==> config.mk <==
export PLATFORM = sky130hd
export DESIGN_NAME = fdc_host_port
export DESIGN_NICKNAME = d
export VERILOG_FILES = /design/src/rtl/fdc_pkg.sv /design/src/rtl/fdc_host_port.sv /design/src/rtl/fdc_sync.sv
export SDC_FILE = /design/constraint.sdc
export NUM_CORES = 1
export LEC_CHECK = 0
export BUFFER_PORTS_ARGS = -buffer_cell sky130_fd_sc_hd__buf_2
export CAP_MARGIN = 20
export CORE_ASPECT_RATIO = 0.5
export CORE_MARGIN = 4
export CORE_UTILIZATION = 55
export CTS_CLUSTER_DIAMETER = 60
export CTS_CLUSTER_SIZE = 16
export DETAILED_ROUTE_END_ITERATION = 16
export PLACE_DENSITY = 0.74
export RECOVER_POWER = 100
export SETUP_SLACK_MARGIN = 0.1
export SYNTH_ARGS = -nofsm -noshare
export SYNTH_HDL_FRONTEND = slang
export SYNTH_SLANG_ARGS = --single-unit
==> constraint.sdc <==
create_clock -name sys_clk_in -period 9.8 [get_ports sys_clk_in]
set_clock_uncertainty 0.15 [all_clocks]
set_input_delay 0.49 -clock sys_clk_in [delete_from_list [all_inputs] [get_ports sys_clk_in]]
set_output_delay 0.49 -clock sys_clk_in [all_outputs]
set_load 0.005 [all_outputs]
==> src/rtl/fdc_pkg.sv <==
// Constants, types and helpers shared by the floppy controller host port
package fdc_pkg;

   // ----------------------------------------------------------------------
   // Register select codes
   // ----------------------------------------------------------------------
   localparam logic [1:0] SEL_STAT_CMD = 2'h0;
   localparam logic [1:0] SEL_TRACK    = 2'h1;
   localparam logic [1:0] SEL_SECTOR   = 2'h2;
   localparam logic [1:0] SEL_DATA     = 2'h3;

   // ----------------------------------------------------------------------
   // Reset values and status bit positions
   // ----------------------------------------------------------------------
   localparam logic [7:0] CMD_RST_VAL    = 8'h03;
   localparam logic [7:0] SECTOR_RST_VAL = 8'h01;
   localparam logic [7:0] TRACK_RST_VAL  = 8'h00;
   localparam logic [7:0] DATA_RST_VAL   = 8'h00;
   localparam int         STAT_BUSY_BIT  = 0;
   localparam int         STAT_TRK0_BIT  = 2;
   localparam int         STAT_NRDY_BIT  = 7;
   localparam int         CMD_UPD_BIT    = 4;
   localparam logic [7:0] RESTORE_MAX    = 8'hFF;

   // ----------------------------------------------------------------------
   // Timing
   // ----------------------------------------------------------------------
   localparam int CLK_PERIOD_NS = 5;
   localparam int STEP_PULSE_NS = 4000;
   localparam int STEP_PULSE_CYC = (STEP_PULSE_NS + CLK_PERIOD_NS - 1) / CLK_PERIOD_NS;
   localparam int BIT_CELL_NS   = 2000;
   localparam int BIT_CELL_CYC  = BIT_CELL_NS / CLK_PERIOD_NS;
   localparam int STEP_BASE_MS  = 1;
   localparam logic [3:0] STEP_RATE_MS [4] = '{4'h3, 4'h6, 4'hA, 4'hF};

   // ----------------------------------------------------------------------
   // Command classes and controller states
   // ----------------------------------------------------------------------
   typedef enum logic [3:0] {
      CK_RESTORE, CK_SEEK, CK_STEP, CK_STEP_IN, CK_STEP_OUT, CK_RD_SECT,
      CK_WR_SECT, CK_RD_ADDR, CK_FORCE_INT, CK_RD_TRACK, CK_WR_TRACK
   } fdc_cmd_t;

   typedef enum logic [2:0] {ST_IDLE, ST_CHECK, ST_PULSE, ST_GAP, ST_XFER} fdc_state_t;

   function automatic fdc_cmd_t fdc_cmd_kind(input logic [7:0] cmd);
      fdc_cmd_t k;
      k = CK_RESTORE;
      unique case (cmd[7:4])
         4'h0: k = CK_RESTORE;
         4'h1: k = CK_SEEK;
         4'h2, 4'h3: k = CK_STEP;
         4'h4, 4'h5: k = CK_STEP_IN;
         4'h6, 4'h7: k = CK_STEP_OUT;
         4'h8, 4'h9: k = CK_RD_SECT;
         4'hA, 4'hB: k = CK_WR_SECT;
         4'hC: k = CK_RD_ADDR;
         4'hD: k = CK_FORCE_INT;
         4'hE: k = CK_RD_TRACK;
         4'hF: k = CK_WR_TRACK;
      endcase
      return k;
   endfunction : fdc_cmd_kind

   // Length code 0..3 gives 128, 256, 512 or 1024 bytes
   function automatic logic [10:0] fdc_sector_bytes(input logic [1:0] code);
      return 11'h080 << code;
   endfunction : fdc_sector_bytes

endpackage : fdc_pkg

==> src/rtl/fdc_host_port.sv <==
// Host register port and head stepping logic of the floppy controller
// Behaviour
// [RULE_01] Accesses are honoured only while chip select is low.
// [RULE_02] A low write strobe requests a register write.
// [RULE_03] A low read strobe requests a register read.
// [RULE_04] Register select, qualified by the strobes, picks the register.
// [RULE_05] Code 00 reads status, writes command; code 01 reads/writes track.
// [RULE_06] Code 10 reaches sector, code 11 reaches the data register.
// [RULE_07] The data bus is three-state and carries inverted bytes.
// [RULE_08] Step pulses on the step output are active high.
// [RULE_09] Direction is high stepping in, low stepping out.
// [RULE_10] Early output flags a write pulse that must be shifted earlier.
// [RULE_11] Eleven one-byte commands written to the command register drive it.
// [RULE_12] Sector length is selectable: 128, 256, 512 or 1024 bytes.
// [RULE_13] Reset loads command 03, clears not-ready; release restores, sector 01.
// [RULE_14] The bus is driven only while chip select and read are low.
// [RULE_15] The host never asserts read and write together.
`timescale 1ns/10ps
module fdc_host_port
   import fdc_pkg::*;
#(
   parameter int unsigned STEP_BASE_CYC = STEP_BASE_MS * 1000000 / CLK_PERIOD_NS
)(
   input  wire logic        sys_clk_in,
   input  wire logic        nrst_in,
   input  wire logic        cs_n_in,
   input  wire logic        rd_n_in,
   input  wire logic        wr_n_in,
   input  wire logic [1:0]  register_select_in,
   input  wire logic [7:0]  inverted_data_bus_in,
   input  wire logic        drive_ready_in,
   input  wire logic        track_zero_n_in,
   output logic      [7:0]  inverted_data_bus_out,
   output logic             inverted_data_bus_oe_out,
   output logic             step_out,
   output logic             step_direction_out,
   output logic             early_out,
   output logic      [10:0] sector_bytes_out,
   output logic             busy_out
);

   // ----------------------------------------------------------------------
   // Pin synchronisers
   // ----------------------------------------------------------------------
   localparam logic [14:0] SYNC_RST = 15'h7_C00; // Idle pin levels: no false track zero

   logic [14:0] pins_s;
   logic        cs_s;
   logic        rd_s;
   logic        wr_s;
   logic        rdy_s;
   logic        trk0_n_s;
   logic [1:0]  sel_s;
   logic [7:0]  din_s;

   fdc_sync #(.WIDTH(15), .RST_VAL(SYNC_RST)) u_sync (
      .sys_clk_in (sys_clk_in),
      .nrst_in    (nrst_in),
      .async_in   ({cs_n_in, rd_n_in, wr_n_in, drive_ready_in, track_zero_n_in,
                    register_select_in, inverted_data_bus_in}),
      .sync_out   (pins_s)
   );

   assign cs_s     = pins_s[14];
   assign rd_s     = pins_s[13];
   assign wr_s     = pins_s[12];
   assign rdy_s    = pins_s[11];
   assign trk0_n_s = pins_s[10];
   assign sel_s    = pins_s[9:8];
   assign din_s    = pins_s[7:0];

   // ----------------------------------------------------------------------
   // Bus decode
   // ----------------------------------------------------------------------
   logic       wr_prev_r;
   logic       wr_req;
   logic       wr_take;
   logic       rd_sel;
   logic [7:0] wbyte;

   // Read wins nothing here: a cycle with both strobes low is treated as idle
   assign wr_req  = !cs_s && !wr_s && rd_s;                   // [RULE_01] [RULE_02] [RULE_15]
   assign rd_sel  = !cs_s && !rd_s && wr_s;                   // [RULE_01] [RULE_03] [RULE_15]
   assign wr_take = wr_req && !wr_prev_r;
   assign wbyte   = ~din_s;                                   // [RULE_07]

   always_ff @(posedge sys_clk_in or negedge nrst_in) begin
      if (!nrst_in) begin
         wr_prev_r <= 1'b0;
      end else begin
         wr_prev_r <= wr_req;
      end
   end

   // ----------------------------------------------------------------------
   // Command register and start request
   // ----------------------------------------------------------------------
   fdc_state_t state_r;
   logic [7:0] cmd_r;
   logic       go_r;
   logic       busy_r;
   logic       cmd_load;
   logic       go_take;
   fdc_cmd_t   kind;
   fdc_cmd_t   new_kind;

   assign kind     = fdc_cmd_kind(cmd_r);                     // [RULE_11]
   assign new_kind = fdc_cmd_kind(wbyte);
   // A busy controller only listens to force interrupt
   assign cmd_load = wr_take && sel_s == SEL_STAT_CMD
                     && (!busy_r || new_kind == CK_FORCE_INT); // [RULE_04] [RULE_05]
   assign go_take  = go_r && (state_r == ST_IDLE || kind == CK_FORCE_INT);

   always_ff @(posedge sys_clk_in or negedge nrst_in) begin
      if (!nrst_in) begin
         cmd_r <= CMD_RST_VAL;                                // [RULE_13]
         go_r  <= 1'b1;                                       // [RULE_13]
      end else begin
         if (cmd_load) begin
            cmd_r <= wbyte;
         end
         // A new load in the take cycle keeps the request alive
         if (cmd_load) begin
            go_r <= 1'b1;
         end else if (go_take) begin
            go_r <= 1'b0;
         end
      end
   end

   // ----------------------------------------------------------------------
   // Sector, data and status registers
   // ----------------------------------------------------------------------
   logic [7:0] sect_r;
   logic [7:0] data_r;
   logic [7:0] track_r;
   logic       nrdy_r;
   logic [7:0] status_w;

   always_ff @(posedge sys_clk_in or negedge nrst_in) begin
      if (!nrst_in) begin
         sect_r <= SECTOR_RST_VAL;                            // [RULE_13]
         data_r <= DATA_RST_VAL;
      end else begin
         if (wr_take && sel_s == SEL_SECTOR) begin
            sect_r <= wbyte;                                  // [RULE_06]
         end
         if (wr_take && sel_s == SEL_DATA) begin
            data_r <= wbyte;                                  // [RULE_06]
         end
      end
   end

   always_ff @(posedge sys_clk_in or negedge nrst_in) begin
      if (!nrst_in) begin
         nrdy_r <= 1'b0;                                      // [RULE_13]
      end else begin
         nrdy_r <= !rdy_s;
      end
   end

   always_comb begin
      status_w                = 8'h00;
      status_w[STAT_NRDY_BIT] = nrdy_r;
      status_w[STAT_TRK0_BIT] = !trk0_n_s;
      status_w[STAT_BUSY_BIT] = busy_r;
   end

   // ----------------------------------------------------------------------
   // Read path
   // ----------------------------------------------------------------------
   always_ff @(posedge sys_clk_in or negedge nrst_in) begin
      if (!nrst_in) begin
         inverted_data_bus_out    <= 8'hFF;
         inverted_data_bus_oe_out <= 1'b0;
      end else begin
         inverted_data_bus_oe_out <= rd_sel;                  // [RULE_14]
         unique case (sel_s)                                  // [RULE_04]
            SEL_STAT_CMD: inverted_data_bus_out <= ~status_w; // [RULE_05] [RULE_07]
            SEL_TRACK:    inverted_data_bus_out <= ~track_r;  // [RULE_05]
            SEL_SECTOR:   inverted_data_bus_out <= ~sect_r;   // [RULE_06]
            SEL_DATA:     inverted_data_bus_out <= ~data_r;   // [RULE_06]
         endcase
      end
   end

   // ----------------------------------------------------------------------
   // Controller sequencer
   // ----------------------------------------------------------------------
   logic [22:0] tmr_r;
   logic [22:0] gap_lim;
   logic [7:0]  nsteps_r;
   logic [2:0]  bits_r;
   logic [7:0]  sh_r;
   logic        prev_r;
   logic        writing;

   assign gap_lim = 23'(STEP_BASE_CYC * STEP_RATE_MS[cmd_r[1:0]]);
   assign writing = kind == CK_WR_SECT || kind == CK_WR_TRACK;
   assign busy_out = busy_r;

   always_ff @(posedge sys_clk_in or negedge nrst_in) begin
      if (!nrst_in) begin
         state_r            <= ST_IDLE;
         busy_r             <= 1'b0;
         step_out           <= 1'b0;
         step_direction_out <= 1'b0;
         early_out          <= 1'b0;
         tmr_r              <= '0;
         nsteps_r           <= '0;
         bits_r             <= '0;
         sh_r               <= '0;
         prev_r             <= 1'b0;
         track_r            <= TRACK_RST_VAL;
         sector_bytes_out   <= '0;
      end else if (go_take && kind == CK_FORCE_INT) begin
         state_r   <= ST_IDLE;
         busy_r    <= 1'b0;
         step_out  <= 1'b0;
         early_out <= 1'b0;
      end else begin
         if (!busy_r && wr_take && sel_s == SEL_TRACK) begin
            track_r <= wbyte;                                 // [RULE_05]
         end
         unique case (state_r)
            ST_IDLE: if (go_take) begin
               busy_r   <= 1'b1;
               nsteps_r <= '0;
               tmr_r    <= '0;
               bits_r   <= '0;
               sh_r     <= data_r;
               prev_r   <= 1'b0;
               if (kind inside {CK_RD_SECT, CK_WR_SECT, CK_RD_ADDR,
                                CK_RD_TRACK, CK_WR_TRACK}) begin
                  sector_bytes_out <= fdc_sector_bytes(data_r[1:0]); // [RULE_12]
                  state_r          <= ST_XFER;
               end else begin
                  state_r <= ST_CHECK;
               end
            end
            ST_CHECK: begin
               state_r  <= ST_PULSE;
               step_out <= 1'b1;                              // [RULE_08]
               tmr_r    <= '0;
               unique case (kind)
                  CK_RESTORE: begin
                     step_direction_out <= 1'b0;              // [RULE_09] [RULE_13]
                     if (!trk0_n_s || nsteps_r == RESTORE_MAX) begin
                        track_r  <= TRACK_RST_VAL;
                        step_out <= 1'b0;
                        busy_r   <= 1'b0;
                        state_r  <= ST_IDLE;
                     end
                  end
                  CK_SEEK: begin
                     step_direction_out <= data_r > track_r;  // [RULE_09]
                     if (data_r == track_r) begin
                        step_out <= 1'b0;
                        busy_r   <= 1'b0;
                        state_r  <= ST_IDLE;
                     end
                  end
                  default: begin
                     if (kind == CK_STEP_IN) begin
                        step_direction_out <= 1'b1;           // [RULE_09]
                     end else if (kind == CK_STEP_OUT) begin
                        step_direction_out <= 1'b0;           // [RULE_09]
                     end
                     if (nsteps_r != 8'h00) begin
                        step_out <= 1'b0;
                        busy_r   <= 1'b0;
                        state_r  <= ST_IDLE;
                     end
                  end
               endcase
            end
            ST_PULSE: begin
               tmr_r <= tmr_r + 23'h00_0001;
               if (tmr_r == 23'(STEP_PULSE_CYC - 1)) begin
                  step_out <= 1'b0;                           // [RULE_08]
                  tmr_r    <= '0;
                  state_r  <= ST_GAP;
               end
            end
            ST_GAP: begin
               tmr_r <= tmr_r + 23'h00_0001;
               if (tmr_r >= gap_lim - 23'h00_0001) begin
                  nsteps_r <= nsteps_r + 8'h01;
                  state_r  <= ST_CHECK;
                  // Seek always tracks; plain steps only with the update flag
                  if (kind == CK_SEEK || cmd_r[CMD_UPD_BIT]) begin
                     track_r <= step_direction_out ? track_r + 8'h01 : track_r - 8'h01;
                  end
               end
            end
            ST_XFER: begin
               tmr_r     <= tmr_r + 23'h00_0001;
               // A one after a zero and ahead of another one is the pattern shifted early
               early_out <= writing && sh_r[7] && sh_r[6] && !prev_r; // [RULE_10]
               if (tmr_r == 23'(BIT_CELL_CYC - 1)) begin
                  tmr_r  <= '0;
                  prev_r <= sh_r[7];
                  sh_r   <= {sh_r[6:0], 1'b0};
                  bits_r <= bits_r + 3'h1;
                  if (bits_r == 3'h7) begin
                     early_out <= 1'b0;
                     busy_r    <= 1'b0;
                     state_r   <= ST_IDLE;
                  end
               end
            end
            default: state_r <= ST_IDLE;
         endcase
      end
   end

   // ----------------------------------------------------------------------
   // Checks
   // ----------------------------------------------------------------------
   logic [11:0] pulse_len_r;

   always_ff @(posedge sys_clk_in or negedge nrst_in) begin
      if (!nrst_in) begin
         pulse_len_r <= '0;
      end else begin
         pulse_len_r <= step_out ? pulse_len_r + 12'h001 : 12'h000;
      end
   end

   a_cs_ignore: assert property (@(posedge sys_clk_in) disable iff (!nrst_in) // [RULE_01]
      cs_s |=> $stable(cmd_r) && $stable(sect_r) && $stable(data_r))
      else $error("register changed while deselected");
   a_cmd_load: assert property (@(posedge sys_clk_in) disable iff (!nrst_in) // [RULE_05]
      wr_take && sel_s == SEL_STAT_CMD && !busy_r |=> cmd_r == ~$past(din_s))
      else $error("command write not loaded inverted");
   a_sector_wr: assert property (@(posedge sys_clk_in) disable iff (!nrst_in) // [RULE_06]
      wr_take && sel_s == SEL_SECTOR |=> sect_r == ~$past(din_s))
      else $error("sector write not loaded inverted");
   a_status_read: assert property (@(posedge sys_clk_in) disable iff (!nrst_in) // [RULE_05]
      rd_sel && sel_s == SEL_STAT_CMD |=> inverted_data_bus_out == ~$past(status_w))
      else $error("status read wrong");
   a_data_read: assert property (@(posedge sys_clk_in) disable iff (!nrst_in) // [RULE_07]
      rd_sel && sel_s == SEL_DATA |=> inverted_data_bus_out == ~$past(data_r))
      else $error("data read not inverted");
   a_bus_drive: assert property (@(posedge sys_clk_in) disable iff (!nrst_in) // [RULE_14]
      inverted_data_bus_oe_out == $past(!cs_s && !rd_s && wr_s))
      else $error("bus driven outside read");
   a_step_width: assert property (@(posedge sys_clk_in) disable iff (!nrst_in) // [RULE_08]
      $fell(step_out) |-> pulse_len_r == 12'(STEP_PULSE_CYC))
      else $error("step pulse width wrong");
   a_dir_steady: assert property (@(posedge sys_clk_in) disable iff (!nrst_in) // [RULE_09]
      step_out && $past(step_out) |-> $stable(step_direction_out))
      else $error("direction moved during step");
   a_seek_dir: assert property (@(posedge sys_clk_in) disable iff (!nrst_in) // [RULE_09]
      $rose(step_out) && kind == CK_SEEK |-> step_direction_out == (data_r > track_r))
      else $error("seek direction wrong");
   a_early_write: assert property (@(posedge sys_clk_in) disable iff (!nrst_in) // [RULE_10]
      early_out |-> state_r == ST_XFER && writing)
      else $error("early outside write");

endmodule : fdc_host_port

==> src/rtl/fdc_sync.sv <==
// Two-stage synchroniser for the asynchronous pins of the host port
`timescale 1ns/10ps
module fdc_sync
   import fdc_pkg::*;
#(
   parameter int              WIDTH   = 1,
   parameter logic [WIDTH-1:0] RST_VAL = '0
)(
   input  wire logic             sys_clk_in,
   input  wire logic             nrst_in,
   input  wire logic [WIDTH-1:0] async_in,
   output logic      [WIDTH-1:0] sync_out
);

   // ----------------------------------------------------------------------
   // Per-bit flop pair; stage one feeds stage two only
   // ----------------------------------------------------------------------
   logic [WIDTH-1:0] meta_r;

   for (genvar i = 0; i < WIDTH; i++) begin : g_bit
      always_ff @(posedge sys_clk_in or negedge nrst_in) begin
         if (!nrst_in) begin
            meta_r[i]   <= RST_VAL[i];
            sync_out[i] <= RST_VAL[i];
         end else begin
            meta_r[i]   <= async_in[i];
            sync_out[i] <= meta_r[i];
         end
      end
   end

endmodule : fdc_sync

==> results.json <==
{
  "status": "complete, but fails checks",
  "failed_checks": "max-capacitance violations, max-slew violations",
  "power.density_nw_per_um2": 257,
  "wl_per_cell_microns": 16.9,
  "yosysTopAreaCell": "dfrtp_1",
  "ys_async_sr_fraction_pct": 100,
  "dieArea_sq_um": 14300,
  "ys_types": 63,
  "syn-cell-area_sq_um": 6780,
  "antenna_found_initial": 0,
  "io_pins": 41,
  "holdWs_ns": 0.0245,
  "root_buffer": "clkbuf_16",
  "crit_start": "cmd_r[1]",
  "grt_max_degree": 70,
  "p_clk_share_pct": 33.8,
  "finalPower_w": 0.00197,
  "path_class": "reg -> reg",
  "htreeDepth": 4,
  "synth-seq-cells": 126,
  "route.detailed.drc": 0,
  "wl_microns": 15400,
  "fp.coreArea_sq_um": 11900,
  "ctsLongestPathBuffers": 2,
  "p_sw_w": 0.000690,
  "synth_edf_count": 0,
  "p_leak_nw": 3.45,
  "die_y_microns": 86.5,
  "antenna-diode-count": 0,
  "cp_num_buf_inv": 2,
  "num_vias": 5395,
  "layout.nets": 796,
  "worst_skew_pair.late_latency_ns": 0.41,
  "gr-total-overflow": 0,
  "synth_top_area_share_pct": 38.4,
  "synthTopCellsByArea": "dfrtp_1 38%, ha_1 9.0%, dfstp_2 8.5%",
  "synth_ff_type": "dfrtp_1",
  "arrival_ns": 4.26,
  "finalCritPeriodShare_pct": 41.6,
  "maxCapViolations": 1,
  "path_delay_family": "simple AND/OR/NAND/NOR gates",
  "tns_ns": 0,
  "min_from": "cs_n_in",
  "numCtsBuffers": 17,
  "seq_power_share_pct": 36.2,
  "ys_warn_count": 0,
  "worst_setup_path_start_kind": "flip-flop",
  "drive_gt1_share_pct": 12.7,
  "rsz0062_at_grt": "no",
  "p_comb_share_pct": 30.0,
  "hp-class": "in -> reg",
  "port_buffers": 33,
  "reg2reg_from": "cmd_r[1]",
  "rows": 28,
  "vdd_ir_drop_max_uv": 110,
  "drtPass1Iterations": 5,
  "postRouteAntennaNets": 0,
  "final_cell_mix": "104 x dfrtp_1, 75 x nand2_1, 55 x o21ai_0",
  "final_hold_viol_count": 0,
  "required_ns": 9.99,
  "maxSlewHeadroom_pct": -98.9,
  "max_freq_mhz": 246,
  "crit_fanout": 14,
  "gp_congestion": 0.862,
  "worstMarginPinSlew_ns": 2.98,
  "swShare_pct": 35.1,
  "drt-initial-drc-count": 517,
  "min_period_ns": 4.07,
  "path_cells": "inv_1, ha_1, inv_1, ha_1, nand3_1, nor3_1, nand4_1, o2111ai_1, o2111ai_1, or4_1, a21oi_1",
  "crit_path_end_kind": "flip-flop",
  "worst_path_largest_cell_delay_ns": 0.66,
  "grt_pass1_vias": 4959,
  "avgSynthCellArea_sq_um": 9.78,
  "slew_violations": 59,
  "netlist_instances": 693,
  "via_per_inst": 5.95,
  "yosysSeqAreaShare_pct": 46.9,
  "intPower_w": 0.00128,
  "dp_hpwl_microns": 11100,
  "cts_tree": "done",
  "setup_viol": 0,
  "mostFrequentLayoutCell": "dfrtp_1",
  "grt_first_pass_wirelength_microns": 25200,
  "cp.depth": 11,
  "area_growth_pct": 12.9,
  "path_clk_slew_ns": 0.06,
  "initial_utilization_pct": 56.7,
  "whs_path_depth": 1,
  "critPathSlowestCell": "dfstp_1",
  "rr_worst_depth": 11,
  "grt_use_total_pct": 22.6,
  "clock_sinks": 126,
  "die_w_microns": 165
}
## routing by layer
layer / vias to the layer above / track usage, % / part of all wire [%]
met5: - / 0 / 0
met1: 2645 / 32.8 / 47
met3: 26 / 5.51 / 6.6
met4: 0 / 6.79 / 1.6
li1: 2552 / - / -
met2: 172 / 33.9 / 44
## registers in the layout, indices dropped and copies added, names as in the netlist, 3 cells and up
signal	count
bits_r	3
inverted_data_bus_out	8
sh_r	8
track_r	8
state_r	3
sect_r	8
data_r	8
tmr_r	23
u_sync.meta_r	15
sector_bytes_out	4
cmd_r	6
nsteps_r	8
u_sync.sync_out	15
## cell families after synthesis
logic type / count (synthesis) / share of synthesized area [%]
compound gates: 169 / 16.2
xor+xnor: 20 / 2.58
fa+ha+maj: 50 / 9.34
buf+inv: 64 / 4.06
flops: 126 / 46.9
mux: 14 / 2.79
other cells: 2 / 0.111
simple gates: 248 / 18.0
## per-stage QoR
step,area [sq um],utilization (%),worst slack (ns),std cells
after floorplan,6800,-,6.64,699
after global placement,7060,59.1,6.02,873
after detailed placement,7060,59.1,5.88,873
after CTS,7700,64.4,5.86,906
after global routing,7650,64.1,5.20,907
final,7650,64.1,5.73,907
## final timing paths
| kind | endpoint | slack, ns |
|---|---|---|
| worst max-delay path | nsteps_r[5] | 5.73 |
| max in group asynchronous | track_r[0] | 5.94 |
| worst min register to register | u_sync.sync_out[7] | 0.20 |
| min in group asynchronous | tmr_r[13] | 1.44 |
| worst max register to register | nsteps_r[5] | 5.73 |
| worst min-delay path | u_sync.meta_r[14] | 0.02 |
## Yosys cell counts, types with 5 or more instances
| cell type | n |
|---|---|
| dfrtp_1 | 104 |
| nand2_1 | 75 |
| o21ai_0 | 55 |
| nor2_1 | 52 |
| ha_1 | 49 |
| inv_1 | 38 |
| a21oi_1 | 30 |
| nand3_1 | 29 |
| dfstp_2 | 22 |
| nor3_1 | 16 |
| a31oi_1 | 13 |
| clkbuf_1 | 13 |
| xor2_1 | 12 |
| nor2b_1 | 10 |
| a211oi_1 | 9 |
| a21o_1 | 9 |
| mux2_2 | 9 |
| nand2b_1 | 9 |
| nand4_1 | 9 |
| buf_4 | 8 |
| nor4_1 | 8 |
| xnor2_1 | 8 |
| a22o_1 | 7 |
| o31ai_1 | 7 |
| or2_2 | 6 |
| or3_1 | 6 |
| or4_1 | 6 |
| a22oi_1 | 5 |
| o21a_1 | 5 |
## worst reg2reg max path: cells and delay by family, from the launching register on
| kind | cells | cell delay, ns |
|---|---|---|
| DFF | 1 | 0.66 |
| buffers and inverters | 2 | 0.24 |
| AOI/OAI and AO/OA | 3 | 1.09 |
| and+or+nand+nor | 4 | 1.21 |
| adders and majority gates | 2 | 0.66 |
## timing repair
action	4_1_cts	5_1_grt
endpoints found under the hold margin	1	0
buffers inserted	0	0
hold buffers	1	0
gates resized for setup	0	0
## cell type report
class                           count  area (sq um)
Clock buffer                       19           443
Clock inverter                     13           186
Fill cell                         971          4290
Inverter                           38           143
Multi-Input combinational cell    509          3320
Sequential cell                   126          3180
Tap cell                          165           206
Timing Repair Buffer               37           178
## power by group through the flow
stage / sequential [W] / combinational [W] / clock, W
floorplan: 0.000676 / 0.000462 / 0
global placement: 0.000717 / 0.000567 / 0
detailed placement: 0.000719 / 0.000589 / 0
CTS: 0.000711 / 0.000598 / 0.000677
global route: 0.000724 / 0.000664 / 0.000702
finish: 0.000712 / 0.000590 / 0.000666
No activity file was read; power rests on OpenSTA's default activity.
